[src/design/ras_pkg.sv]
// Package for the return address stack: register map, field layout, carriers
`default_nettype none
package ras_pkg;
  // Register byte offsets on APB
  localparam logic [7:0] OFF_STKSTAT = 8'h00;
  localparam logic [7:0] OFF_TOP_LOW = 8'h04;
  localparam logic [7:0] OFF_TOP_HIGH = 8'h08;
  localparam logic [7:0] OFF_TOP_UPPER = 8'h0C;
  localparam logic [7:0] OFF_IRQ_STATUS = 8'h10;
  localparam logic [7:0] OFF_IRQ_MASK = 8'h14;
  localparam logic [7:0] OFF_CONFIG = 8'h18;
  // Stack status register fields
  localparam int FULL_BIT = 7;
  localparam int UNF_BIT = 6;
  localparam int PTR_MSB = 4;
  localparam logic [7:0] STKSTAT_RESET = 8'h00;
  // Interrupt status bits
  localparam int IRQ_FULL_BIT = 0;
  localparam int IRQ_UNF_BIT = 1;
  // Config bit
  localparam int CFG_ERR_RESET_BIT = 0;
  localparam logic CFG_RESET = 1'b0;
  // Stack depth default
  localparam int STACK_DEPTH = 31;

  // Core operation request
  typedef struct packed {
    logic push;
    logic pop;
    logic vectorInt;
    logic fastCall;
    logic fastReturn;
  } ras_op_t;

  // Key registers saved by the shadow stack
  typedef struct packed {
    logic [7:0] status;
    logic [7:0] work;
    logic [7:0] bank;
  } ras_key_t;
endpackage
`default_nettype wire

[src/design/return_address_stack.sv]
// Return address stack with shadow register stack and APB register access
//
// Local design decisions: the register addresses and register access over APB.
`default_nettype none
// Contract
// [RULE_01] A push increments the pointer and writes the program counter into the new top entry.
// [RULE_02] A pop decrements the pointer so the previous entry becomes the top.
// [RULE_03] The top entry is readable and writable as three byte registers upper, high and low.
// [RULE_04] The pointer sits in bits 4 to 0 as read/write; bit 5 reads zero.
// [RULE_05] Bit 7 is set when the stack becomes full or overflows and stays set until cleared.
// [RULE_06] Bit 6 is set on underflow and stays set until cleared.
// [RULE_07] Both flags reset to zero and software may only clear them, never set them.
// [RULE_08] With error reset enabled a full or underflow sets the flag and then requests a device reset.
// [RULE_09] With error reset disabled a full or underflow sets the flag without a device reset.
// [RULE_10] One shadow each for status, working and bank select registers, invisible to software.
// [RULE_11] Vectoring to any interrupt loads every shadow with its live register.
// [RULE_12] A fast return from interrupt copies the shadows back into the live registers.
// [RULE_13] A high priority entry during low priority service overwrites the saved shadows.
// [RULE_14] A fast call saves the key registers and a fast subroutine return restores them.
// [RULE_15] Software should save key registers itself in low priority service when both priorities are used.
// [RULE_16] A push at maximum depth neither advances the pointer nor writes beyond the last level.
// [RULE_17] A pop at pointer zero leaves the pointer at zero and sets the underflow flag.
module return_address_stack
  import ras_pkg::*;
#(
  parameter int DEPTH = STACK_DEPTH,
  parameter int PC_WIDTH = 21
) (
  input wire logic sys_clk,
  input wire logic resetn,
  // APB slave
  input wire logic psel,
  input wire logic penable,
  input wire logic pwrite,
  input wire logic [7:0] paddr,
  input wire logic [31:0] pwdata,
  output logic [31:0] prdata,
  output logic pready,
  output logic pslverr,
  // Core side
  input wire ras_op_t coreOp,
  input wire logic [PC_WIDTH-1:0] programCounter,
  input wire ras_key_t liveKeys,
  output logic [PC_WIDTH-1:0] topOfStack,
  output ras_key_t restoreKeys,
  output logic restoreValid,
  output logic stackErrorReset,
  output logic irq
);

  // Refuse depths the five-bit pointer cannot reach
  if (DEPTH < 2 || DEPTH > 31 || PC_WIDTH < 17 || PC_WIDTH > 24) begin : g_bad_params
    $error("return_address_stack: unsupported DEPTH or PC_WIDTH");
  end

  // Entry 0 is unused; pointer 0 means empty
  logic [PC_WIDTH-1:0] stackMem [1:DEPTH];
  logic [4:0] stackPtr_reg, stackPtr_next;
  logic fullFlag_reg, fullFlag_next;
  logic unfFlag_reg, unfFlag_next;
  logic [1:0] irqStatus_reg, irqStatus_next;
  logic [1:0] irqMask_reg, irqMask_next;
  logic errResetEn_reg, errResetEn_next;
  ras_key_t shadow_reg, shadow_next;
  logic [31:0] prdata_reg, prdata_next;
  logic pready_reg, pready_next;
  logic pslverr_reg, pslverr_next;
  logic [PC_WIDTH-1:0] topOut_reg, topOut_next;
  ras_key_t restore_reg, restore_next;
  logic restoreValid_reg, restoreValid_next;
  logic errReset_reg, errReset_next;
  logic irq_reg, irq_next;

  logic memWrite;
  logic [4:0] memAddr;
  logic [PC_WIDTH-1:0] memData;
  logic fullEvent, unfEvent;
  logic apbTake, apbWrite, apbRead;
  logic [PC_WIDTH-1:0] curTop;
  logic [23:0] topWide;

  localparam logic [4:0] DEPTH_PTR = 5'(DEPTH);

  // Access taken in its first cycle; a write lands at the edge that sees pready
  assign apbTake = psel && penable && !pready_reg;
  assign apbRead = apbTake && !pwrite;
  assign apbWrite = psel && penable && pwrite && pready_reg;
  assign curTop = (stackPtr_reg == 5'h00) ? '0 : stackMem[stackPtr_reg];
  assign topWide = 24'(curTop);

  // Stack pointer, entries and flags
  always_comb begin
    stackPtr_next = stackPtr_reg;
    fullFlag_next = fullFlag_reg;
    unfFlag_next = unfFlag_reg;
    memWrite = 1'b0;
    memAddr = stackPtr_reg;
    memData = programCounter;
    fullEvent = 1'b0;
    unfEvent = 1'b0;
    // Software access to pointer, flags and top entry
    if (apbWrite) begin
      if (paddr == OFF_STKSTAT) begin
        stackPtr_next = pwdata[PTR_MSB:0]; // RULE_04
        if (stackPtr_next > DEPTH_PTR) begin
          stackPtr_next = DEPTH_PTR;
        end
        if (!pwdata[FULL_BIT]) begin
          fullFlag_next = 1'b0; // RULE_07
        end
        if (!pwdata[UNF_BIT]) begin
          unfFlag_next = 1'b0; // RULE_07
        end
      end else if (paddr == OFF_TOP_LOW && stackPtr_reg != 5'h00) begin
        memWrite = 1'b1; // RULE_03
        memData = PC_WIDTH'({topWide[23:8], pwdata[7:0]});
      end else if (paddr == OFF_TOP_HIGH && stackPtr_reg != 5'h00) begin
        memWrite = 1'b1; // RULE_03
        memData = PC_WIDTH'({topWide[23:16], pwdata[7:0], topWide[7:0]});
      end else if (paddr == OFF_TOP_UPPER && stackPtr_reg != 5'h00) begin
        memWrite = 1'b1; // RULE_03
        memData = PC_WIDTH'({pwdata[7:0], topWide[15:0]});
      end
    end
    // Core push and pop win over a software pointer write, except a push at full depth or a pop at pointer zero
    if (coreOp.push) begin
      if (stackPtr_reg >= DEPTH_PTR) begin
        fullEvent = 1'b1; // RULE_16
      end else begin
        stackPtr_next = stackPtr_reg + 5'h01; // RULE_01
        memWrite = 1'b1; // RULE_01
        memAddr = stackPtr_reg + 5'h01;
        memData = programCounter;
        if (stackPtr_reg + 5'h01 == DEPTH_PTR) begin
          fullEvent = 1'b1; // RULE_05
        end
      end
    end else if (coreOp.pop) begin
      if (stackPtr_reg == 5'h00) begin
        unfEvent = 1'b1; // RULE_17
      end else begin
        stackPtr_next = stackPtr_reg - 5'h01; // RULE_02
      end
    end
    // Set wins over a clear in the same cycle
    if (fullEvent) begin
      fullFlag_next = 1'b1; // RULE_05
    end
    if (unfEvent) begin
      unfFlag_next = 1'b1; // RULE_06
    end
  end

  // Interrupt mask and error reset enable, software written
  always_comb begin
    irqMask_next = irqMask_reg;
    errResetEn_next = errResetEn_reg;
    if (apbWrite && paddr == OFF_IRQ_MASK) begin
      irqMask_next = pwdata[1:0];
    end else if (apbWrite && paddr == OFF_CONFIG) begin
      errResetEn_next = pwdata[CFG_ERR_RESET_BIT];
    end
  end

  // Interrupt status: sticky, write one to clear, set wins
  always_comb begin
    irqStatus_next = irqStatus_reg;
    if (apbWrite && paddr == OFF_IRQ_STATUS) begin
      irqStatus_next = irqStatus_reg & ~pwdata[1:0];
    end
    if (fullEvent) begin
      irqStatus_next[IRQ_FULL_BIT] = 1'b1;
    end
    if (unfEvent) begin
      irqStatus_next[IRQ_UNF_BIT] = 1'b1;
    end
    irq_next = |(irqStatus_next & irqMask_next);
  end

  // Error reset request pulse, raised at the edge that sets the flag
  always_comb begin
    errReset_next = 1'b0;
    if (errResetEn_reg && (fullEvent || unfEvent)) begin
      errReset_next = 1'b1; // RULE_08
    end else if (!errResetEn_reg) begin
      errReset_next = 1'b0; // RULE_09
    end
  end

  // Shadow register stack, hidden from software
  always_comb begin
    shadow_next = shadow_reg;
    restore_next = restore_reg;
    restoreValid_next = 1'b0;
    if (coreOp.vectorInt || coreOp.fastCall) begin
      shadow_next = liveKeys; // RULE_11 RULE_13 RULE_14
    end
    if (coreOp.fastReturn) begin
      restore_next = shadow_reg; // RULE_12 RULE_14
      restoreValid_next = 1'b1; // RULE_10
    end
  end

  // APB read data and one-wait-state answer
  always_comb begin
    prdata_next = prdata_reg;
    pslverr_next = 1'b0;
    pready_next = 1'b0;
    if (apbTake) begin
      pready_next = 1'b1;
      prdata_next = 32'h0000_0000;
      if (paddr == OFF_STKSTAT) begin
        prdata_next[7:0] = {fullFlag_reg, unfFlag_reg, 1'b0, stackPtr_reg}; // RULE_04
      end else if (paddr == OFF_TOP_LOW) begin
        prdata_next[7:0] = topWide[7:0]; // RULE_03
      end else if (paddr == OFF_TOP_HIGH) begin
        prdata_next[7:0] = topWide[15:8];
      end else if (paddr == OFF_TOP_UPPER) begin
        prdata_next[7:0] = topWide[23:16];
      end else if (paddr == OFF_IRQ_STATUS) begin
        prdata_next[1:0] = irqStatus_reg;
      end else if (paddr == OFF_IRQ_MASK) begin
        prdata_next[1:0] = irqMask_reg;
      end else if (paddr == OFF_CONFIG) begin
        prdata_next[0] = errResetEn_reg;
      end else begin
        pslverr_next = 1'b1;
      end
      if (!apbRead) begin
        prdata_next = 32'h0000_0000;
      end
    end
  end

  // Top of stack output follows the next entry value
  always_comb begin
    topOut_next = curTop;
    if (memWrite && memAddr == stackPtr_next) begin
      topOut_next = memData;
    end else if (stackPtr_next == 5'h00) begin
      topOut_next = '0;
    end else if (stackPtr_next != stackPtr_reg) begin
      topOut_next = stackMem[stackPtr_next];
    end
  end

  // Stack entry storage
  always_ff @(posedge sys_clk) begin
    if (memWrite && memAddr != 5'h00) begin
      stackMem[memAddr] <= memData;
    end
  end

  // Stack pointer and sticky flags
  always_ff @(posedge sys_clk) begin
    if (!resetn) begin
      stackPtr_reg <= STKSTAT_RESET[PTR_MSB:0];
      fullFlag_reg <= STKSTAT_RESET[FULL_BIT]; // RULE_07
      unfFlag_reg <= STKSTAT_RESET[UNF_BIT]; // RULE_07
    end else begin
      stackPtr_reg <= stackPtr_next;
      fullFlag_reg <= fullFlag_next;
      unfFlag_reg <= unfFlag_next;
    end
  end

  // Interrupt mask and error reset enable
  always_ff @(posedge sys_clk) begin
    if (!resetn) begin
      irqMask_reg <= 2'h0;
      errResetEn_reg <= CFG_RESET;
    end else begin
      irqMask_reg <= irqMask_next;
      errResetEn_reg <= errResetEn_next;
    end
  end

  // Interrupt status and line
  always_ff @(posedge sys_clk) begin
    if (!resetn) begin
      irqStatus_reg <= 2'h0;
      irq_reg <= 1'h0;
    end else begin
      irqStatus_reg <= irqStatus_next;
      irq_reg <= irq_next;
    end
  end

  // Error reset request pulse
  always_ff @(posedge sys_clk) begin
    if (!resetn) begin
      errReset_reg <= 1'h0;
    end else begin
      errReset_reg <= errReset_next;
    end
  end

  // Shadow copy and restore pulse
  always_ff @(posedge sys_clk) begin
    if (!resetn) begin
      shadow_reg <= '0;
      restore_reg <= '0;
      restoreValid_reg <= 1'h0;
    end else begin
      shadow_reg <= shadow_next;
      restore_reg <= restore_next;
      restoreValid_reg <= restoreValid_next;
    end
  end

  // APB answer registers
  always_ff @(posedge sys_clk) begin
    if (!resetn) begin
      prdata_reg <= 32'h0000_0000;
      pready_reg <= 1'h0;
      pslverr_reg <= 1'h0;
    end else begin
      prdata_reg <= prdata_next;
      pready_reg <= pready_next;
      pslverr_reg <= pslverr_next;
    end
  end

  // Top of stack output register
  always_ff @(posedge sys_clk) begin
    if (!resetn) begin
      topOut_reg <= '0;
    end else begin
      topOut_reg <= topOut_next;
    end
  end

  // Outputs straight from flip-flops
  assign prdata = prdata_reg;
  assign pready = pready_reg;
  assign pslverr = pslverr_reg;
  assign topOfStack = topOut_reg;
  assign restoreKeys = restore_reg;
  assign restoreValid = restoreValid_reg;
  assign stackErrorReset = errReset_reg;
  assign irq = irq_reg;

endmodule // return_address_stack
`default_nettype wire
[config.mk]
export PLATFORM = sky130hd
export DESIGN_NAME = return_address_stack
export DESIGN_NICKNAME = d
export VERILOG_FILES = /design/src/design/ras_pkg.sv /design/src/design/return_address_stack.sv
export SDC_FILE = /design/constraint.sdc
export NUM_CORES = 1
export LEC_CHECK = 0
export BUFFER_PORTS_ARGS = -buffer_cell sky130_fd_sc_hd__buf_2
export CAP_MARGIN = 20
export CORE_MARGIN = 1.5
export CORE_UTILIZATION = 40
export CTS_BUF_LIST = sky130_fd_sc_hd__clkbuf_2
export DETAILED_ROUTE_END_ITERATION = 10
export SETUP_SLACK_MARGIN = 0.02
export SYNTH_ARGS = -nofsm -noshare
export SYNTH_HDL_FRONTEND = slang
export SYNTH_SLANG_ARGS = --single-unit
[constraint.sdc]
create_clock -name sys_clk -period 5.1 [get_ports sys_clk]
set_input_delay 0.51 -clock sys_clk [delete_from_list [all_inputs] [get_ports sys_clk]]
set_output_delay 0.51 -clock sys_clk [all_outputs]
set_load 0.01 [all_outputs]
==> results.sh, run 1 <==
export IMPL_htreeDepth=4
export IMPL_setup_viol_count_final=0
export IMPL_clock_sinks=745
export IMPL_synth_main_ff_cell="edfxtp_1"
export IMPL_cp_required_ps=6330
export IMPL_crit_fanout=21
export IMPL_intPower_mw=9.561
export IMPL_core_area_mm2=0.08824
export IMPL_critical_path_class="register to register"
export IMPL_clock_fmax_ghz=0.1982
export IMPL_layout_drive_gt1_share_pct=27.15
export IMPL_largest_reg_flops=651
export IMPL_fin_crit_sh_pct=98.91
export IMPL_drt_first_pass_iters=6
export IMPL_grt_max_degree=94
export IMPL_worstPathArrival_ps=6270
export IMPL_seq_area_frac_synth_pct=60.20
export IMPL_min_period_ps=5045
export IMPL_avgViaCountPerCell=6.189
export IMPL_fin_nets=3124
export IMPL_grt_pass1_vias=26654
export IMPL_post_drt_wl_per_cell_um=28.90
export IMPL_hold_viol=0
export IMPL_drtIter0Drc=3530
export IMPL_root_buffer="clkbuf_2"
export IMPL_tightest_slew_ps=1134
export IMPL_status="finished, final reports clean"
export IMPL_synthArstFlopShare_pct=0
export IMPL_initial_utilization_pct=40.34
export IMPL_syn_area_mm2=0.03560
export IMPL_total_power_mw=14.30
export IMPL_slew_viol_final=0
export IMPL_ys_types=73
export IMPL_vdd_ir_drop_max_uv=211.4
export IMPL_critPathLaunchType="register"
export IMPL_antenna_found_initial=5
export IMPL_clock_power_share_pct=27.8
export IMPL_fin_skew_ps=119.7
export IMPL_num_io_pins=177
export IMPL_dieArea_mm2=0.09079
export IMPL_cts_tree="yes"
export IMPL_vias=26822
export IMPL_powerDensity_mw_per_mm2=340.6
export IMPL_syn_inst=2571
export IMPL_clk_latency_ps=1390
export IMPL_hpwlAfterDp_mm=77.08
export IMPL_fillCellCount=7636
export IMPL_grt_pass1_wl_mm=179.3
export IMPL_sw_frac_of_total_pct=33.12
export IMPL_fp_dieH_um=301.3
export IMPL_power_leakage_nw=14.94
export IMPL_totalNegativeSetupSlack_ps=0
export IMPL_io_buffers=128
export IMPL_die_w_um=301.3
export IMPL_globalRoute_totalOverflow=0
export IMPL_min_path_type="input port to register"
export IMPL_slew_headroom_pct=24.38
export IMPL_gp_congestion=0.9680
export IMPL_p_comb_share_pct=24.4
export IMPL_track_usage_pct=27.31
export IMPL_postRouteAntennaNets=0
export IMPL_synth_edf_count=651
export IMPL_rsz0062_at_grt="false"
export IMPL_ys_ff_latch=745
export IMPL_p_seq_share_pct=47.8
export IMPL_rows=109
export IMPL_syn_avg_cell_area_um2=13.85
export IMPL_switchingPower_mw=4.734
export IMPL_endpoint_kind="register"
export IMPL_drt_wl_total_mm=125.3
export IMPL_drc=0
export IMPL_ys_warn_count=0
export IMPL_cts_path_max_buffers=3
export IMPL_syn_to_final_growth_pct=17.91
export IMPL_cts_made_buffers=185
export IMPL_path_clk_slew_ps=120
export IMPL_maxCapViolCount=0
layout by cell type (no fill, tap or decap), types with 14 or more instances in the layout:
master | Yosys | final
clkbuf_2 | 0 | 264
nand2_1 | 293 | 292
mux4_2 | 195 | 195
edfxtp_1 | 651 | 651
clkinv_1 | 0 | 40
nor2_2 | 0 | 20
nor2_1 | 149 | 115
buf_2 | 51 | 128
a311oi_1 | 15 | 15
a22oi_1 | 38 | 36
o221ai_1 | 17 | 16
a21oi_1 | 173 | 163
dfxtp_1 | 94 | 91
buf_4 | 32 | 146
a31oi_1 | 18 | 18
mux2i_1 | 246 | 246
conb_1 | 1 | 24
nand3_1 | 95 | 94
o22ai_1 | 25 | 25
nor3_1 | 27 | 27
o21ai_0 | 64 | 54
dlygate4sd3_1 | 0 | 163
a32oi_1 | 14 | 14
a221oi_1 | 41 | 41
nor2_4 | 0 | 14
clkinv_2 | 0 | 14
buf_12 | 0 | 25
critical path, cell delays in order (launching register included):
cell,delay [ps]
dfxtp_4,440
ha_1,270
and3_1,200
ha_1,230
nor2b_1,250
a21boi_0,590
o21ai_0,350
buf_4,240
nand3_4,290
buf_12,240
buf_4,300
a21boi_0,140
o41ai_1,630
buf_4,230
nor4bb_1,320
o21ai_0,230
synthesized netlist by cell type, types with 38 or more instances:
master / number / area, um^2
a21oi_1: 173 / 865.8
a221oi_1: 41 / 359.1
a22oi_1: 38 / 285.3
buf_2: 51 / 255.2
clkbuf_1: 108 / 405.4
dfxtp_1: 94 / 1882
edfxtp_1: 651 / 19550
mux2i_1: 246 / 2462
mux4_2: 195 / 4392
nand2_1: 293 / 1100
nand3_1: 95 / 475.5
nor2_1: 149 / 559.3
o21ai_0: 64 / 320.3
kinds of logic after synthesis:
kind of cell             share of synthesized area, %
multiplexers                                    19.25
buffers and inverters                           2.963
flip-flops                                      60.20
XOR/XNOR                                       0.1968
AO/OA/AOI/OAI                                   9.406
AND/OR/NAND/NOR                                 7.789
adder cells (fa/ha/maj)                        0.1757
other                                         0.01053
routing by layer:
layer,track usage (%),vias to the layer above,share of wire (%)
met5,0,-,0.013
met4,12.61,2,4.1
met3,7.651,331,11
met2,42.58,1834,47
met1,35.36,13458,39
li1,-,11197,-
power groups by stage:
stage          Sequential (mW)  Clock [mW]  Combinational [mW]
3_3_place_gp              6.96           0                3.26
4_1_cts                   6.83        4.07                3.39
3_5_place_dp              6.96           0                3.28
2_1_floorplan             6.96           0                1.97
6_report                  6.83        3.98                3.48
5_1_grt                   6.84        4.36                3.62
cell type report:
class	instances	area, um^2	share of cell area [%]
clock inverter	63	327.8	0.7810
tap	1165	1458	3.473
antenna	5	12.51	0.02981
sequential	745	21440	51.08
inverter	11	42.54	0.1014
multi-input combinational	1619	13500	32.16
timing repair buffer	462	3869	9.217
clock buffer	264	1321	3.148
what timing repair did:
action / in CTS / in global routing
hold buffers: 163 / 0
setup endpoints to repair: 0 / 2
hold endpoints to repair: 701 / 0
setup buffers: 0 / 0
resized for setup: 0 / 2
metrics by stage:
step | hold WS, ps | instances | util [%] | worst slack [ps] | area [um^2]
detailed placement | 446.6 | 3838 | 43.82 | 197.1 | 38660
floorplan | 425.0 | 2594 | - | 200.9 | 35680
global route | 92.80 | 4334 | 47.57 | 49.84 | 41970
global placement | 441.3 | 3838 | 43.82 | 204.9 | 38660
finish | 206.0 | 4334 | 47.57 | 55.41 | 41970
CTS | 6.158 | 4328 | 47.53 | 248.1 | 41940
path summary, 6_finish.rpt:
check                               start                            to  slack (ps)  cells past startpoint
max            stackPtr_reg[1]$_SDFF_PN0_     topOfStack[10]$_SDFF_PN0_          60                     15
min                              paddr[7]      stackMem[1][8]$_DFFE_PP_         210                      6
max reg2reg    stackPtr_reg[1]$_SDFF_PN0_     topOfStack[10]$_SDFF_PN0_          60                     15
min reg2reg  restoreKeys[21]$_SDFFE_PN0P_  restoreKeys[21]$_SDFFE_PN0P_         500                      2
No activity file was read; power rests on OpenSTA's default activity.
==> inputs of run 2 (changes only) <==
--- a/config.mk
+++ b/config.mk
@@ -9,8 +9,9 @@
 export CAP_MARGIN = 20
 export CORE_MARGIN = 1.5
 export CORE_UTILIZATION = 40
-export CTS_BUF_LIST = sky130_fd_sc_hd__clkbuf_2
+export CTS_BUF_LIST = sky130_fd_sc_hd__clkbuf_4
 export DETAILED_ROUTE_END_ITERATION = 10
+export GPL_TIMING_DRIVEN = 0
 export SETUP_SLACK_MARGIN = 0.02
 export SYNTH_ARGS = -nofsm -noshare
 export SYNTH_HDL_FRONTEND = slang
==> constraint.sdc (replaced) <==
create_clock -name sys_clk -period 4.76 [get_ports sys_clk]
set_input_delay 0.476 -clock sys_clk [delete_from_list [all_inputs] [get_ports sys_clk]]
set_output_delay 0.476 -clock sys_clk [all_outputs]
set_load 0.01 [all_outputs]
==> run 2 against run 1 <==
Clock-buffer cell count up 18. Critical path depth down 4. First-iteration DRC count up 55%. Clock power up 44%. Non-clock buffer count up 52. Combinational power up 39%. Maximum frequency up 4.8%. Sequential share of layout area down 2.2 points. The flow now finishes with violations (negative setup slack). Clock skew up 10 ps. Wire length up 30%. Sequential power up 7.0%.
==> results.sh, run 2 (synthesis results as in run 1) <==
export IMPL_status="finished with violations"
export IMPL_violations="negative setup slack"
export IMPL_power_leakage_nw=15.58
export IMPL_clk_latency_ps=1190
export IMPL_endpoint_kind="register"
export IMPL_core_area_mm2=0.08824
export IMPL_clock_fmax_ghz=0.2078
export IMPL_rsz0062_at_grt="true"
export IMPL_crit_fanout=31
export IMPL_min_path_type="input port to register"
export IMPL_slew_headroom_pct=13.70
export IMPL_fin_nets=3184
export IMPL_worstPathArrival_ps=5580
export IMPL_worst_hold_path_num_cells=4
export IMPL_drt_first_pass_iters=9
export IMPL_setup_viol_count_final=12
export IMPL_gp_congestion=1.026
export IMPL_layout_commonest_cell="edfxtp_1"
export IMPL_layout_drive_gt1_share_pct=31.07
export IMPL_largest_reg_flops=651
export IMPL_hpwlAfterDp_mm=111.0
export IMPL_critical_path_top_delay_family="buffers and inverters"
export IMPL_crit_buf_inv=6
export IMPL_setup_ws_ps=-52.71
export IMPL_cts_made_buffers=192
export IMPL_cp_num_cells=11
export IMPL_post_drt_wl_per_cell_um=37.02
export IMPL_fp_dieH_um=301.3
export IMPL_totalNegativeSetupSlack_ps=-398.9
export IMPL_initial_utilization_pct=40.34
export IMPL_path_clk_slew_ps=70
export IMPL_critPathLaunchType="register"
export IMPL_cts_tree="yes"
export IMPL_mostFrequentLayoutCells="651 x edfxtp_1, 298 x clkbuf_4, 287 x nand2_1"
export IMPL_track_usage_pct=35.64
export IMPL_maxCapViolCount=0
export IMPL_postRouteAntennaNets=0
export IMPL_num_io_pins=177
export IMPL_antenna_found_initial=10
export IMPL_vias=29753
export IMPL_die_w_um=301.3
export IMPL_drc=0
export IMPL_min_period_ps=4813
export IMPL_grt_pass1_vias=28405
export IMPL_tightest_slew_ps=1294
export IMPL_critPathMaxStageDelay_ps=650
export IMPL_globalRoute_totalOverflow=0
export IMPL_critical_path_most_common_cell="clkbuf_2"
export IMPL_avgViaCountPerCell=6.750
export IMPL_dieArea_mm2=0.09079
export IMPL_cp_slowest_cell="clkdlybuf4s15_2"
export IMPL_root_buffer="clkbuf_4"
export IMPL_rr_worst_depth=11
export IMPL_fin_skew_ps=130.0
export IMPL_drt_wl_total_mm=163.2
export IMPL_slew_viol_final=0
export IMPL_syn_to_final_growth_pct=23.20
export IMPL_fin_crit_sh_pct=101.1
export IMPL_hold_viol=0
export IMPL_cp_required_ps=5520
export IMPL_total_power_mw=17.85
export IMPL_drtIter0Drc=5459
export IMPL_powerDensity_mw_per_mm2=407.0
export IMPL_htreeDepth=4
export IMPL_crit_chain="buf_4 -> clkbuf_2 -> clkdlybuf4s15_2 -> clkbuf_2 -> buf_8 -> a21oi_1 -> mux4_2 -> mux2i_1 -> nor2_1 -> a21boi_1 -> inv_2"
export IMPL_clock_sinks=745
export IMPL_grt_pass1_wl_mm=220.8
export IMPL_grt_max_degree=33
export IMPL_io_buffers=125
export IMPL_rows=109
export IMPL_critical_path_class="register to register"
export IMPL_vdd_ir_drop_max_uv=254.7
export IMPL_cts_path_max_buffers=3
-- run 2: cell count changes in the layout (fill, tap and decap cells not counted), moves of 17 or more --
cell | before | now
clkbuf_4 | 0 | 298
clkbuf_2 | 264 | 33
dlygate4sd3_1 | 163 | 79
buf_4 | 146 | 82
clkbuf_1 | 0 | 46
buf_8 | 0 | 38
buf_6 | 0 | 20
nor2_4 | 14 | 33
buf_2 | 128 | 145
-- run 2: tightest hold or removal path, cell delays in order --
cell,delay [ps]
buf_2,140
a22oi_1,130
o21ai_4,90
buf_12,190
-- run 2: worst paths after layout --
check / startpoint / end / slack (ps)
setup / recovery: stackPtr_reg[1]$_SDFF_PN0_ / stackMem[12][14]$_DFFE_PP_ / -50
hold / removal: programCounter[4] / stackMem[7][4]$_DFFE_PP_ / 70
setup reg to reg: stackPtr_reg[1]$_SDFF_PN0_ / stackMem[12][14]$_DFFE_PP_ / -50
hold reg to reg: shadow_reg[3]$_SDFFE_PN0P_ / shadow_reg[3]$_SDFFE_PN0P_ / 460
-- run 2: layer usage --
metal | share of wire [%] | up-vias | global-route usage, %
met5 | 0.029 | - | 0
met4 | 8.5 | 6 | 24.77
met3 | 16 | 718 | 14.26
met2 | 41 | 3054 | 50.94
met1 | 34 | 14606 | 44.03
li1 | - | 11369 | -
-- run 2: cell type report --
class / count / area (um^2)
multi-input cells: 1620 / 13990
flip-flops and latches: 745 / 21430
plain buffers: 207 / 1386
fillers: 7570 / 44380
repair buffers: 307 / 3063
clock inverters: 63 / 344.1
diodes: 8 / 20.02
clock buffers: 282 / 2117
inverters: 11 / 45.04
well taps: 1165 / 1458
-- run 2: through the flow --
step	hold WS (ps)	utilization [%]	instance area, um^2	setup slack [ps]	cells
after global placement	439.1	42.80	37770	-6303	3884
after global routing	80.55	49.69	43840	18.62	4403
after detailed placement	448.5	44.88	39610	-4881	3963
after CTS	2.430	49.55	43720	10.52	4401
final	71.96	49.70	43860	-52.71	4408
after floorplan	425.0	-	35680	-59.84	2594
-- run 2: what timing repair did --
item / CTS / global route
setup buffers: 21 / 3
setup endpoints to repair: 1340 / 187
endpoints found under the hold margin: 157 / 0
cloned: 1 / 0
hold buffers: 79 / 0
pin swaps: 14 / 9
resized for setup: 239 / 41
-- run 2: power breakdown --
part           total, mW  switching (mW)  internal (mW)
clock               5.73            2.85           2.88
sequential          7.31          0.0608           7.24
combinational       4.82            3.26           1.55
